## config.mk

```make
export PLATFORM = sky130hd
export DESIGN_NAME = idc_front_control
export DESIGN_NICKNAME = d
export VERILOG_FILES = /design/src/core/idc_pkg.sv /design/src/core/idc_fifo.sv /design/src/core/idc_front_control.sv
export SDC_FILE = /design/constraint.sdc
export NUM_CORES = 2
export LEC_CHECK = 0
export BUFFER_PORTS_ARGS = -buffer_cell sky130_fd_sc_hd__buf_2
export CAP_MARGIN = 20
export CORE_MARGIN = 5
export CORE_UTILIZATION = 55
export DETAILED_ROUTE_END_ITERATION = 10
export GPL_ROUTABILITY_DRIVEN = 1
export MAX_ROUTING_LAYER = met4
export PLACE_DENSITY = 0.72
export SLEW_MARGIN = 15
export SYNTH_ARGS = -nofsm -noshare
export SYNTH_HDL_FRONTEND = slang
export SYNTH_SLANG_ARGS = --single-unit
export TNS_END_PERCENT = 10
```

## constraint.sdc

```tcl
create_clock -name mclk -period 13 [get_ports mclk]
set_input_delay 1.95 -clock mclk [delete_from_list [all_inputs] [get_ports mclk]]
set_output_delay 1.95 -clock mclk [all_outputs]
set_load 0.02 [all_outputs]
```

## src/core/idc_pkg.sv

```systemverilog
// Purpose: Shared constants and types for the dual converter control
// Assumes: Two channels, one clock, no register bus
// Notes:   Rule summary follows
//
// What this block does
// - Converter fault latches high, survives recovery
// - Status read clears the latched fault
// - Per-channel two-bit input source selector
// - Per-channel three-bit gain, 1 to 128
// - Precharge buffer on for gain eight up
// - One bits key the carrier, zeros silent
// - Sinc decimation, results handed to host
// - Both channels sampled together, 16-bit results
// - Decimation reaches 64 kSPS in turbo
// - Per-channel configurable sampling phase offset
// - Offset and gain calibration on every sample
// - Sync pin pulse realigns all conversions
// - Modulator clock is divided clock, reset two
// - Resonator clock follows the modulator clock
// - Divider codes give 2, 4, 8, 12
// - SPI mode 0/1, select moves clock low

package idc_pkg;

	// ------------------------------------------------------------
	// Sizes
	// ------------------------------------------------------------
	localparam int NCH        = 2;
	localparam int SAMPLE_W   = 16;
	localparam int PHASE_W    = 14;
	localparam int ACC_W      = 15;
	localparam int CAL_W      = 16;
	localparam int CAL_FRAC   = 15;
	localparam int FIFO_DEPTH = 8;
	localparam int ASYNC_W    = 6;

	// ------------------------------------------------------------
	// Timing and coding constants
	// ------------------------------------------------------------
	localparam int           CARRIER_MHZ        = 480;
	localparam logic [1:0]   DIV_CODE_RESET     = 2'h0;
	localparam logic [3:0]   HALF_2             = 4'h1;
	localparam logic [3:0]   HALF_4             = 4'h2;
	localparam logic [3:0]   HALF_8             = 4'h4;
	localparam logic [3:0]   HALF_12            = 4'h6;
	localparam logic [2:0]   PRECHARGE_MIN_GAIN = 3'h3;
	localparam logic [3:0]   OSR_LOG_TURBO      = 4'h6;
	localparam logic [3:0]   OSR_LOG_BASE       = 4'h7;
	localparam logic [3:0]   FULL_LOG           = 4'hf;
	localparam logic         SPI_CPOL           = 1'b0;
	localparam logic         SPI_CPHA           = 1'b1;
	localparam logic [15:0]  SAMPLE_MAX         = 16'h7fff;
	localparam logic [15:0]  SAMPLE_MIN         = 16'h8000;
	// Select and sync pins idle high, fault idle low
	localparam logic [5:0]   ASYNC_RST          = 6'h18;

	// Status word layout
	localparam int STS_FAULT   = 0;
	localparam int STS_SPI_ERR = 1;
	localparam int STS_OVERRUN = 2;
	localparam int STS_W       = 3;

	// ------------------------------------------------------------
	// Types
	// ------------------------------------------------------------
	typedef enum logic [1:0] {
		SRC_PINS,
		SRC_HIGH_SIDE_GROUND,
		SRC_TEST_POS,
		SRC_TEST_NEG
	} idc_src_e;

	typedef struct packed {
		idc_src_e                 input_source_select;
		logic [2:0]               channel_gain_select;
		logic [PHASE_W-1:0]       phase;
		logic signed [CAL_W-1:0]  cal_offset;
		logic [CAL_W-1:0]         cal_gain;
	} idc_ch_cfg_s;

	typedef struct packed {
		logic                        chan;
		logic signed [SAMPLE_W-1:0]  data;
	} idc_sample_s;

endpackage

```

## src/core/idc_fifo.sv

```systemverilog
// Purpose: Small FIFO with registered read data
// Assumes: Single clock, first word falls through one cycle after write
// Notes:   Read data and valid come from flops
`timescale 1ns/10ps
`default_nettype none

module idc_fifo #(
	parameter int WIDTH = 17,
	parameter int DEPTH = 8
) (
	// Clock and reset
	input  wire logic              mclk,
	input  wire logic              rst_n,
	// Fill side
	input  wire logic              in_valid,
	output logic                   in_ready,
	input  wire logic [WIDTH-1:0]  in_data,
	// Drain side
	output logic                   out_valid,
	input  wire logic              out_ready,
	output logic [WIDTH-1:0]       out_data
);
	localparam int AW = $clog2(DEPTH);

	logic [WIDTH-1:0]  mem [DEPTH];
	logic [AW-1:0]     wr_ptr;
	logic [AW-1:0]     rd_ptr;
	logic [AW:0]       count;
	logic              push;
	logic              pop;
	logic [AW-1:0]     next_rd_ptr;
	logic [AW:0]       next_count;

	assign in_ready    = (count != (AW+1)'(DEPTH));
	assign push        = in_valid && in_ready;
	assign pop         = out_valid && out_ready;
	assign next_rd_ptr = pop ? AW'(rd_ptr + 1'b1) : rd_ptr;
	assign next_count  = (AW+1)'(count + push - pop);

	always_ff @(posedge mclk) begin
		if (push) begin
			mem[wr_ptr] <= in_data;
		end
	end

	always_ff @(posedge mclk or negedge rst_n) begin
		if (!rst_n) begin
			wr_ptr    <= '0;
			rd_ptr    <= '0;
			count     <= '0;
			out_valid <= 1'b0;
		end else begin
			if (push) begin
				wr_ptr <= AW'(wr_ptr + 1'b1);
			end
			rd_ptr    <= next_rd_ptr;
			count     <= next_count;
			out_valid <= (next_count != '0);
		end
	end

	// Head word, bypassing a write into the head slot
	always_ff @(posedge mclk or negedge rst_n) begin
		if (!rst_n) begin
			out_data <= '0;
		end else if (push && (wr_ptr == next_rd_ptr)) begin
			out_data <= in_data;
		end else begin
			out_data <= mem[next_rd_ptr];
		end
	end

endmodule

`default_nettype wire

```

## src/core/idc_front_control.sv

```systemverilog
// Purpose: Digital control of an isolated two-channel sigma-delta front end
// Assumes: Modulator bits, sync, fault and SPI pins arrive asynchronously
// Notes:   Samples leave through an eight-word FIFO
`timescale 1ns/10ps
`default_nettype none

module idc_front_control
	import idc_pkg::*;
(
	// Clock and reset
	input  wire logic                      mclk,
	input  wire logic                      rst_n,
	// Configuration
	input  wire idc_ch_cfg_s [NCH-1:0]     channel_config,
	input  wire logic [1:0]                divider_ratio,
	input  wire logic [2:0]                osr_select,
	input  wire logic                      turbo_mode,
	// Pins
	input  wire logic [NCH-1:0]            mod_bit_pin,
	input  wire logic                      sync_reset_n_pin,
	input  wire logic                      converter_fail_pin,
	input  wire logic                      spi_cs_n_pin,
	input  wire logic                      spi_sclk_pin,
	// Status access from the SPI frame logic
	input  wire logic                      status_read,
	output logic [STS_W-1:0]               status_word,
	output logic                           converter_fault_latch,
	// Analog front-end controls
	output logic [NCH-1:0][3:0]            source_enable,
	output logic [NCH-1:0][2:0]            input_amplifier_gain,
	output logic [NCH-1:0]                 precharge_enable,
	output logic [NCH-1:0]                 carrier_burst_keying,
	output logic                           modulator_clock,
	output logic                           resonator_clock,
	// Sample stream
	output logic                           sample_valid,
	input  wire logic                      sample_ready,
	output idc_sample_s                    sample_word
);

	// ------------------------------------------------------------
	// Pin synchronisers
	// ------------------------------------------------------------
	logic [ASYNC_W-1:0]  async_meta;
	logic [ASYNC_W-1:0]  async_sync;
	logic [ASYNC_W-1:0]  async_prev;
	logic [NCH-1:0]      mod_bit;
	logic                sync_n;
	logic                cs_n;
	logic                sclk;
	logic                fault_level;
	logic                sync_pulse;
	logic                cs_edge;

	always_ff @(posedge mclk or negedge rst_n) begin
		if (!rst_n) begin
			async_meta <= ASYNC_RST;
			async_sync <= ASYNC_RST;
			async_prev <= ASYNC_RST;
		end else begin
			async_meta <= {spi_sclk_pin, spi_cs_n_pin, sync_reset_n_pin,
				converter_fail_pin, mod_bit_pin};
			async_sync <= async_meta;
			async_prev <= async_sync;
		end
	end

	assign mod_bit     = async_sync[NCH-1:0];
	assign fault_level = async_sync[2];
	assign sync_n      = async_sync[3];
	assign cs_n        = async_sync[4];
	assign sclk        = async_sync[5];
	assign sync_pulse  = async_prev[3] && !sync_n;
	assign cs_edge     = async_prev[4] != cs_n;

	// ------------------------------------------------------------
	// Modulator clock divider
	// ------------------------------------------------------------
	logic [3:0]  div_cnt;
	logic [3:0]  active_half;
	logic [3:0]  next_half;
	logic        mod_tick;
	logic        div_toggle;

	always_comb begin
		case (divider_ratio)
			2'h0:    next_half = HALF_2;
			2'h1:    next_half = HALF_4;
			2'h2:    next_half = HALF_8;
			2'h3:    next_half = HALF_12;
			default: next_half = HALF_2;
		endcase
	end

	assign div_toggle = (div_cnt == 4'(active_half - 1'b1));

	always_ff @(posedge mclk or negedge rst_n) begin
		if (!rst_n) begin
			div_cnt         <= '0;
			active_half     <= HALF_2;
			modulator_clock <= 1'b0;
			mod_tick        <= 1'b0;
		end else if (sync_pulse) begin
			div_cnt         <= '0;
			active_half     <= next_half;
			modulator_clock <= 1'b0;
			mod_tick        <= 1'b0;
		end else if (div_toggle) begin
			div_cnt         <= '0;
			active_half     <= next_half;
			modulator_clock <= !modulator_clock;
			mod_tick        <= !modulator_clock;
		end else begin
			div_cnt  <= 4'(div_cnt + 1'b1);
			mod_tick <= 1'b0;
		end
	end

	// Resonator kept in step with the modulator clock
	always_ff @(posedge mclk or negedge rst_n) begin
		if (!rst_n) begin
			resonator_clock <= 1'b0;
		end else begin
			resonator_clock <= sync_pulse ? 1'b0 :
				(div_toggle ? !modulator_clock : modulator_clock);
		end
	end

	// ------------------------------------------------------------
	// Oversampling ratio
	// ------------------------------------------------------------
	logic [3:0]          osr_log;
	logic [ACC_W-1:0]    osr_full;
	logic [PHASE_W-1:0]  osr_last;
	logic [3:0]          osr_shift;

	assign osr_log   = turbo_mode ? OSR_LOG_TURBO : 4'(OSR_LOG_BASE + osr_select);
	assign osr_full  = ACC_W'(1) << osr_log;
	assign osr_last  = PHASE_W'(osr_full - 1'b1);
	assign osr_shift = 4'(FULL_LOG - osr_log);

	// ------------------------------------------------------------
	// Per-channel front end, decimation and calibration
	// ------------------------------------------------------------
	logic [NCH-1:0]                 pend;
	logic [NCH-1:0]                 grant;
	logic [NCH-1:0]                 drop;
	logic [NCH-1:0][SAMPLE_W-1:0]   pend_data;
	logic                           fifo_in_ready;
	logic                           fifo_in_valid;
	idc_sample_s                    fifo_in;

	genvar ch;
	generate
		for (ch = 0; ch < NCH; ch++) begin : g_ch
			logic [PHASE_W-1:0]         win;
			logic [ACC_W-1:0]           acc;
			logic [ACC_W-1:0]           ones;
			logic signed [16:0]         diff;
			logic signed [16:0]         scaled;
			logic signed [SAMPLE_W-1:0] raw;
			logic                       raw_valid;
			logic signed [16:0]         centred;
			logic signed [33:0]         prod;
			logic signed [33:0]         prod_sh;
			logic [SAMPLE_W-1:0]        cal;
			logic                       cal_valid;
			logic [SAMPLE_W-1:0]        cal_data;

			always_ff @(posedge mclk or negedge rst_n) begin
				if (!rst_n) begin
					source_enable[ch]        <= 4'h1;
					input_amplifier_gain[ch] <= '0;
					precharge_enable[ch]     <= 1'b0;
				end else begin
					source_enable[ch] <= 4'h1 << channel_config[ch].input_source_select;
					input_amplifier_gain[ch] <= channel_config[ch].channel_gain_select;
					precharge_enable[ch] <=
						channel_config[ch].channel_gain_select >= PRECHARGE_MIN_GAIN;
				end
			end

			always_ff @(posedge mclk or negedge rst_n) begin
				if (!rst_n) begin
					carrier_burst_keying[ch] <= 1'b0;
				end else if (mod_tick) begin
					carrier_burst_keying[ch] <= mod_bit[ch];
				end
			end

			// Sinc window: count ones over the ratio
			assign ones   = ACC_W'(acc + mod_bit[ch]);
			assign diff   = $signed({1'b0, ones, 1'b0}) - $signed({2'b0, osr_full});
			assign scaled = diff <<< osr_shift;

			always_ff @(posedge mclk or negedge rst_n) begin
				if (!rst_n) begin
					win       <= '0;
					acc       <= '0;
					raw       <= '0;
					raw_valid <= 1'b0;
				end else if (sync_pulse) begin
					win       <= channel_config[ch].phase;
					acc       <= '0;
					raw_valid <= 1'b0;
				end else if (mod_tick && (win >= osr_last)) begin
					win       <= '0;
					acc       <= '0;
					raw       <= (scaled > $signed({1'b0, SAMPLE_MAX})) ?
						$signed(SAMPLE_MAX) : scaled[SAMPLE_W-1:0];
					raw_valid <= 1'b1;
				end else begin
					if (mod_tick) begin
						win <= PHASE_W'(win + 1'b1);
						acc <= ones;
					end
					raw_valid <= 1'b0;
				end
			end

			assign centred = {raw[SAMPLE_W-1], raw} - {channel_config[ch].cal_offset[CAL_W-1],
				channel_config[ch].cal_offset};
			assign prod    = centred * $signed({1'b0, channel_config[ch].cal_gain});
			assign prod_sh = prod >>> CAL_FRAC;

			always_comb begin
				if (prod_sh > $signed({18'h0, SAMPLE_MAX})) begin
					cal = SAMPLE_MAX;
				end else if (prod_sh < $signed({18'h3ffff, SAMPLE_MIN})) begin
					cal = SAMPLE_MIN;
				end else begin
					cal = prod_sh[SAMPLE_W-1:0];
				end
			end

			always_ff @(posedge mclk or negedge rst_n) begin
				if (!rst_n) begin
					cal_valid <= 1'b0;
					cal_data  <= '0;
				end else begin
					cal_valid <= raw_valid;
					cal_data  <= cal;
				end
			end

			// Holding slot; a full slot that is not granted keeps its word and drops the newcomer
			always_ff @(posedge mclk or negedge rst_n) begin
				if (!rst_n) begin
					pend[ch]      <= 1'b0;
					pend_data[ch] <= '0;
				end else if (cal_valid && (!pend[ch] || grant[ch])) begin
					pend[ch]      <= 1'b1;
					pend_data[ch] <= cal_data;
				end else if (grant[ch]) begin
					pend[ch] <= 1'b0;
				end
			end

			assign drop[ch] = cal_valid && pend[ch] && !grant[ch];

			sync_phase_a: assert property (@(posedge mclk) disable iff (!rst_n)
				sync_pulse |=> win == $past(channel_config[ch].phase))
				else $error("window not realigned by sync");
			carrier_key_a: assert property (@(posedge mclk) disable iff (!rst_n)
				mod_tick |=> carrier_burst_keying[ch] == $past(mod_bit[ch]))
				else $error("carrier keying does not follow bit");
			precharge_gain_a: assert property (@(posedge mclk) disable iff (!rst_n)
				precharge_enable[ch] == (input_amplifier_gain[ch] >= PRECHARGE_MIN_GAIN))
				else $error("precharge buffer mismatches gain");
			mux_onehot_a: assert property (@(posedge mclk) disable iff (!rst_n)
				$onehot(source_enable[ch]))
				else $error("source select not one-hot");
		end
	endgenerate

	// ------------------------------------------------------------
	// Arbiter into the FIFO, channel 0 first
	// ------------------------------------------------------------
	assign grant[0]      = pend[0] && fifo_in_ready;
	assign grant[1]      = pend[1] && !pend[0] && fifo_in_ready;
	assign fifo_in_valid = |grant;
	assign fifo_in.chan  = !grant[0];
	assign fifo_in.data  = grant[0] ? pend_data[0] : pend_data[1];

	idc_fifo #(
		.WIDTH ($bits(idc_sample_s)),
		.DEPTH (FIFO_DEPTH)
	) u_fifo (
		.mclk      (mclk),
		.rst_n     (rst_n),
		.in_valid  (fifo_in_valid),
		.in_ready  (fifo_in_ready),
		.in_data   (fifo_in),
		.out_valid (sample_valid),
		.out_ready (sample_ready),
		.out_data  (sample_word)
	);

	// ------------------------------------------------------------
	// Status flags: set wins over read clear
	// ------------------------------------------------------------
	logic  spi_err;
	logic  overrun;
	logic  spi_err_set;

	assign spi_err_set = cs_edge && (sclk != SPI_CPOL);

	always_ff @(posedge mclk or negedge rst_n) begin
		if (!rst_n) begin
			converter_fault_latch <= 1'b0;
		end else if (fault_level) begin
			converter_fault_latch <= 1'b1;
		end else if (status_read) begin
			converter_fault_latch <= 1'b0;
		end
	end

	always_ff @(posedge mclk or negedge rst_n) begin
		if (!rst_n) begin
			spi_err <= 1'b0;
			overrun <= 1'b0;
		end else begin
			spi_err <= spi_err_set || (spi_err && !status_read);
			overrun <= (|drop) || (overrun && !status_read);
		end
	end

	always_ff @(posedge mclk or negedge rst_n) begin
		if (!rst_n) begin
			status_word <= '0;
		end else if (status_read) begin
			status_word[STS_FAULT]   <= converter_fault_latch || fault_level;
			status_word[STS_SPI_ERR] <= spi_err || spi_err_set;
			status_word[STS_OVERRUN] <= overrun || (|drop);
		end
	end

	fault_set_a: assert property (@(posedge mclk) disable iff (!rst_n)
		fault_level |=> converter_fault_latch)
		else $error("fault not latched");
	fault_hold_a: assert property (@(posedge mclk) disable iff (!rst_n)
		converter_fault_latch && !status_read |=> converter_fault_latch)
		else $error("fault latch dropped without read");
	fault_clear_a: assert property (@(posedge mclk) disable iff (!rst_n)
		status_read && !fault_level |=> !converter_fault_latch ##0 status_word[STS_FAULT]
		== $past(converter_fault_latch))
		else $error("status read did not clear fault");
	div_two_a: assert property (@(posedge mclk) disable iff (!rst_n)
		($rose(modulator_clock) && active_half == HALF_2 && divider_ratio == DIV_CODE_RESET)
		##1 (divider_ratio == DIV_CODE_RESET && !sync_pulse) |=> $rose(modulator_clock))
		else $error("modulator clock not mclk over two");
	div_twelve_a: assert property (@(posedge mclk) disable iff (!rst_n)
		($rose(modulator_clock) && active_half == HALF_12 && !sync_pulse) ##1 (!sync_pulse) [*4]
		|=> !$fell(modulator_clock) ##1 $fell(modulator_clock))
		else $error("ratio twelve half period wrong");
	resonator_a: assert property (@(posedge mclk) disable iff (!rst_n)
		resonator_clock == modulator_clock)
		else $error("resonator out of step");
	fifo_push_a: assert property (@(posedge mclk) disable iff (!rst_n)
		fifo_in_valid |-> fifo_in_ready ##0 $onehot(grant))
		else $error("push into full fifo");
	spi_mode_a: assert property (@(posedge mclk) disable iff (!rst_n)
		spi_err_set |=> spi_err)
		else $error("select edge with clock high not flagged");

endmodule

`default_nettype wire

```

==> results_dict.tcl <==
set metrics [dict create \
    timing.slew.headroom 0.2646 \
    rsz0062_at_grt "false" \
    routed_via_density 5.579 \
    hold_path_depth 0 \
    cp_max_fo 16 \
    yosys_warnings 0 \
    clk_latency_ns 0.59 \
    crit_top_cell "fa_1" \
    drt_iter0_drc 1794 \
    period_share 0.8403 \
    hold_viol 0 \
    clk_path_buf_depth 3 \
    cts_root_buf "clkbuf_16" \
    final.setup.worst_slack_ns 2.076 \
    dr.pass1.iters 6 \
    yosysTopAreaCellShare 0.2678 \
    cp.arrival_ns 11.39 \
    cts_tree "built" \
    yosysSeqAreaShare 0.2467 \
    critical_path.max_stage_delay_ns 0.93 \
    fp.dieW_um 281.2 \
    setup_viol 0 \
    maxSlewViolCount 0 \
    vias 28977 \
    fill_cells 6096 \
    area_growth_pct 8.487 \
    grt_max_degree 91 \
    ys.flop_type "dfrtp_1" \
    slowest_stage "fa_1" \
    drive_gt1_frac 0.1025 \
    grt_util_all_layers 0.2540 \
    ios 160 \
    drc 0 \
    endpoint_kind "register" \
    dp_hpwl_mm 72.85 \
    synth.largest_area_cell "fa_1" \
    wirelength_mm 94.93 \
    ant_nets 0 \
    gp_congestion 0.8984 \
    initial_core_util 0.5543 \
    fmax_mhz 91.54 \
    die_y_um 281.2 \
    cts_buffers 43 \
    core_um2 72960 \
    placed_cells_incl_taps 5114 \
    wl_per_cell_um 18.28 \
    cp-start-kind "primary input" \
    async_flop_share 0.6334 \
    ys_top_cells_by_area "fa_1, dfrtp_1, edfxtp_1, ha_1, inv_1" \
    cts_resized 0 \
    port_buffers 159 \
    htree_levels 2 \
    die-area_um2 79050 \
    clock_skew_ns 0.02521 \
    synth-edff-count 136 \
    critPathRequiredTime_ns 13.47 \
    antenna_found_initial 2 \
    yosysUniqueCellTypes 92 \
    n_antenna_cell 0 \
    final_util 0.6013 \
    clk_pin_slew_worst_paths_ns 0.07 \
    crit_type "primary input to register" \
    tightest_slew_ns 1.099 \
    netlist_area_um2 40440 \
    status "completed" \
    max_cap_viol_count 0 \
    gr-total-overflow 0 \
    grt_pass1_wl_mm 158.5 \
    r2r_cells 31 \
    hp-class "register to register" \
    hold_buffers 0 \
    syn_avg_cell_area_um2 9.890 \
    rows 99 \
    yosys_register_bits 371 \
    stdcell_count 5194 \
    fin_setup_tns_ns 0 \
    grt_pass1_vias 30805 \
    syn_inst 4089 \
    timing.final.crit_period_ns 10.92 \
    cts.sinks 371 \
    final_nets 5142 \
    cts_setup_buffers 0 \
    dp_slack_ns 1.547 \
]
-- through the flow --
stage	cell area [um^2]	hold slack [ns]
floorplan	40470	0.3312
global placement	42450	0.3368
detailed placement	42450	0.3356
finish	43870	0.3475
global route	43870	0.3589
CTS	43870	0.3494
-- layer usage --
metal  share of wire  global-route usage
met3           0.049             0.02750
met5               0                   -
met4           0.030             0.07307
met2            0.51              0.4316
met1            0.41              0.3267
-- final timing paths --
check | startpoint | end | slack [ns]
max | channel_config[18] | g_ch[0].cal_data[7] | 2.08
min | async_meta[1] | async_sync[1] | 0.35
max reg2reg | g_ch[0].raw[0] | g_ch[0].cal_data[7] | 2.97
min reg2reg | async_meta[1] | async_sync[1] | 0.35
max in group asynchronous | rst_n | g_ch[0].win[12] | 10.11
min in group asynchronous | rst_n | u_fifo.out_data[0] | 1.42
-- placed cells by master (no fill, tap or decap), drive strengths merged, types with 136 or more instances in the layout --
master | Yosys | layout
inv | 766 | 771
fa | 541 | 541
nand2 | 429 | 429
ha | 283 | 283
dfrtp | 226 | 226
and2 | 225 | 225
buf | 20 | 210
nor2 | 144 | 144
o21ai | 137 | 137
edfxtp | 136 | 136
-- sequential cells by signal (all words and copies together), names as in the netlist, 4 cells and up --
register	count
u_fifo.out_data	17
input_amplifier_gain	6
g_ch.win	28
async_sync	6
u_fifo.mem	136
g_ch.acc	30
u_fifo.count	4
g_ch.raw	32
async_meta	6
div_cnt	4
g_ch.cal_data	32
source_enable	8
pend_data	32
-- cell usage after synthesis (9+ instances only) --
library cell and number:
mux2_2 54, xor2_1 47, nor3_1 34, xnor2_1 113
o311ai_0 9, and2_1 225, or3_1 12, a31o_2 9
dfrtp_1 226, o22a_1 14, o211ai_1 20, o21a_1 23
a21o_1 67, and3_1 39, a211oi_1 24, o21ai_1 10
nand2b_1 34, ha_1 283, a22o_1 29, nor2b_1 65
edfxtp_1 136, nand3_1 59, nand2_1 429, clkbuf_1 132
fa_1 541, nand4_1 15, buf_2 10, inv_1 766
mux4_2 35, dfstp_2 9, nor2_1 144, o21ai_0 126
a21oi_1 110, a31oi_1 26, mux2i_1 36
-- cells by family after synthesis --
kind of cell               after synthesis  share of synthesized area
DFF                                    371                     0.2467
and+or+nand+nor                       1109                     0.1351
AOI/OAI and AO/OA                      572                    0.09650
buffers and inverters                  920                    0.08626
xor gates and xnor gates               161                    0.03505
muxes                                  125                    0.04344
other                                    1                 0.00009273
adders and majority gates              830                     0.3569
-- layout make-up --
cell class	instances	area [um^2]	area share
multi-input combinational	2806	27210	0.6202
sequential	371	9976	0.2274
tap	959	1200	0.02735
clock inverter	28	285.3	0.006502
clock buffer	52	1130	0.02575
timing repair buffer	210	1189	0.02709
inverter	768	2883	0.06571
-- worst max-delay path, delay by kind of cell --
kind / cells / cell delay (ns)
adder cells (fa/ha/maj): 8 / 4.12
AO/OA/AOI/OAI: 12 / 3.39
AND/OR/NAND/NOR: 6 / 1.57
buffers and inverters: 5 / 0.35
Power is left out: the tool's default activity adds up to more than one toggle a clock period on the data nets, which glitch-free logic cannot reach.
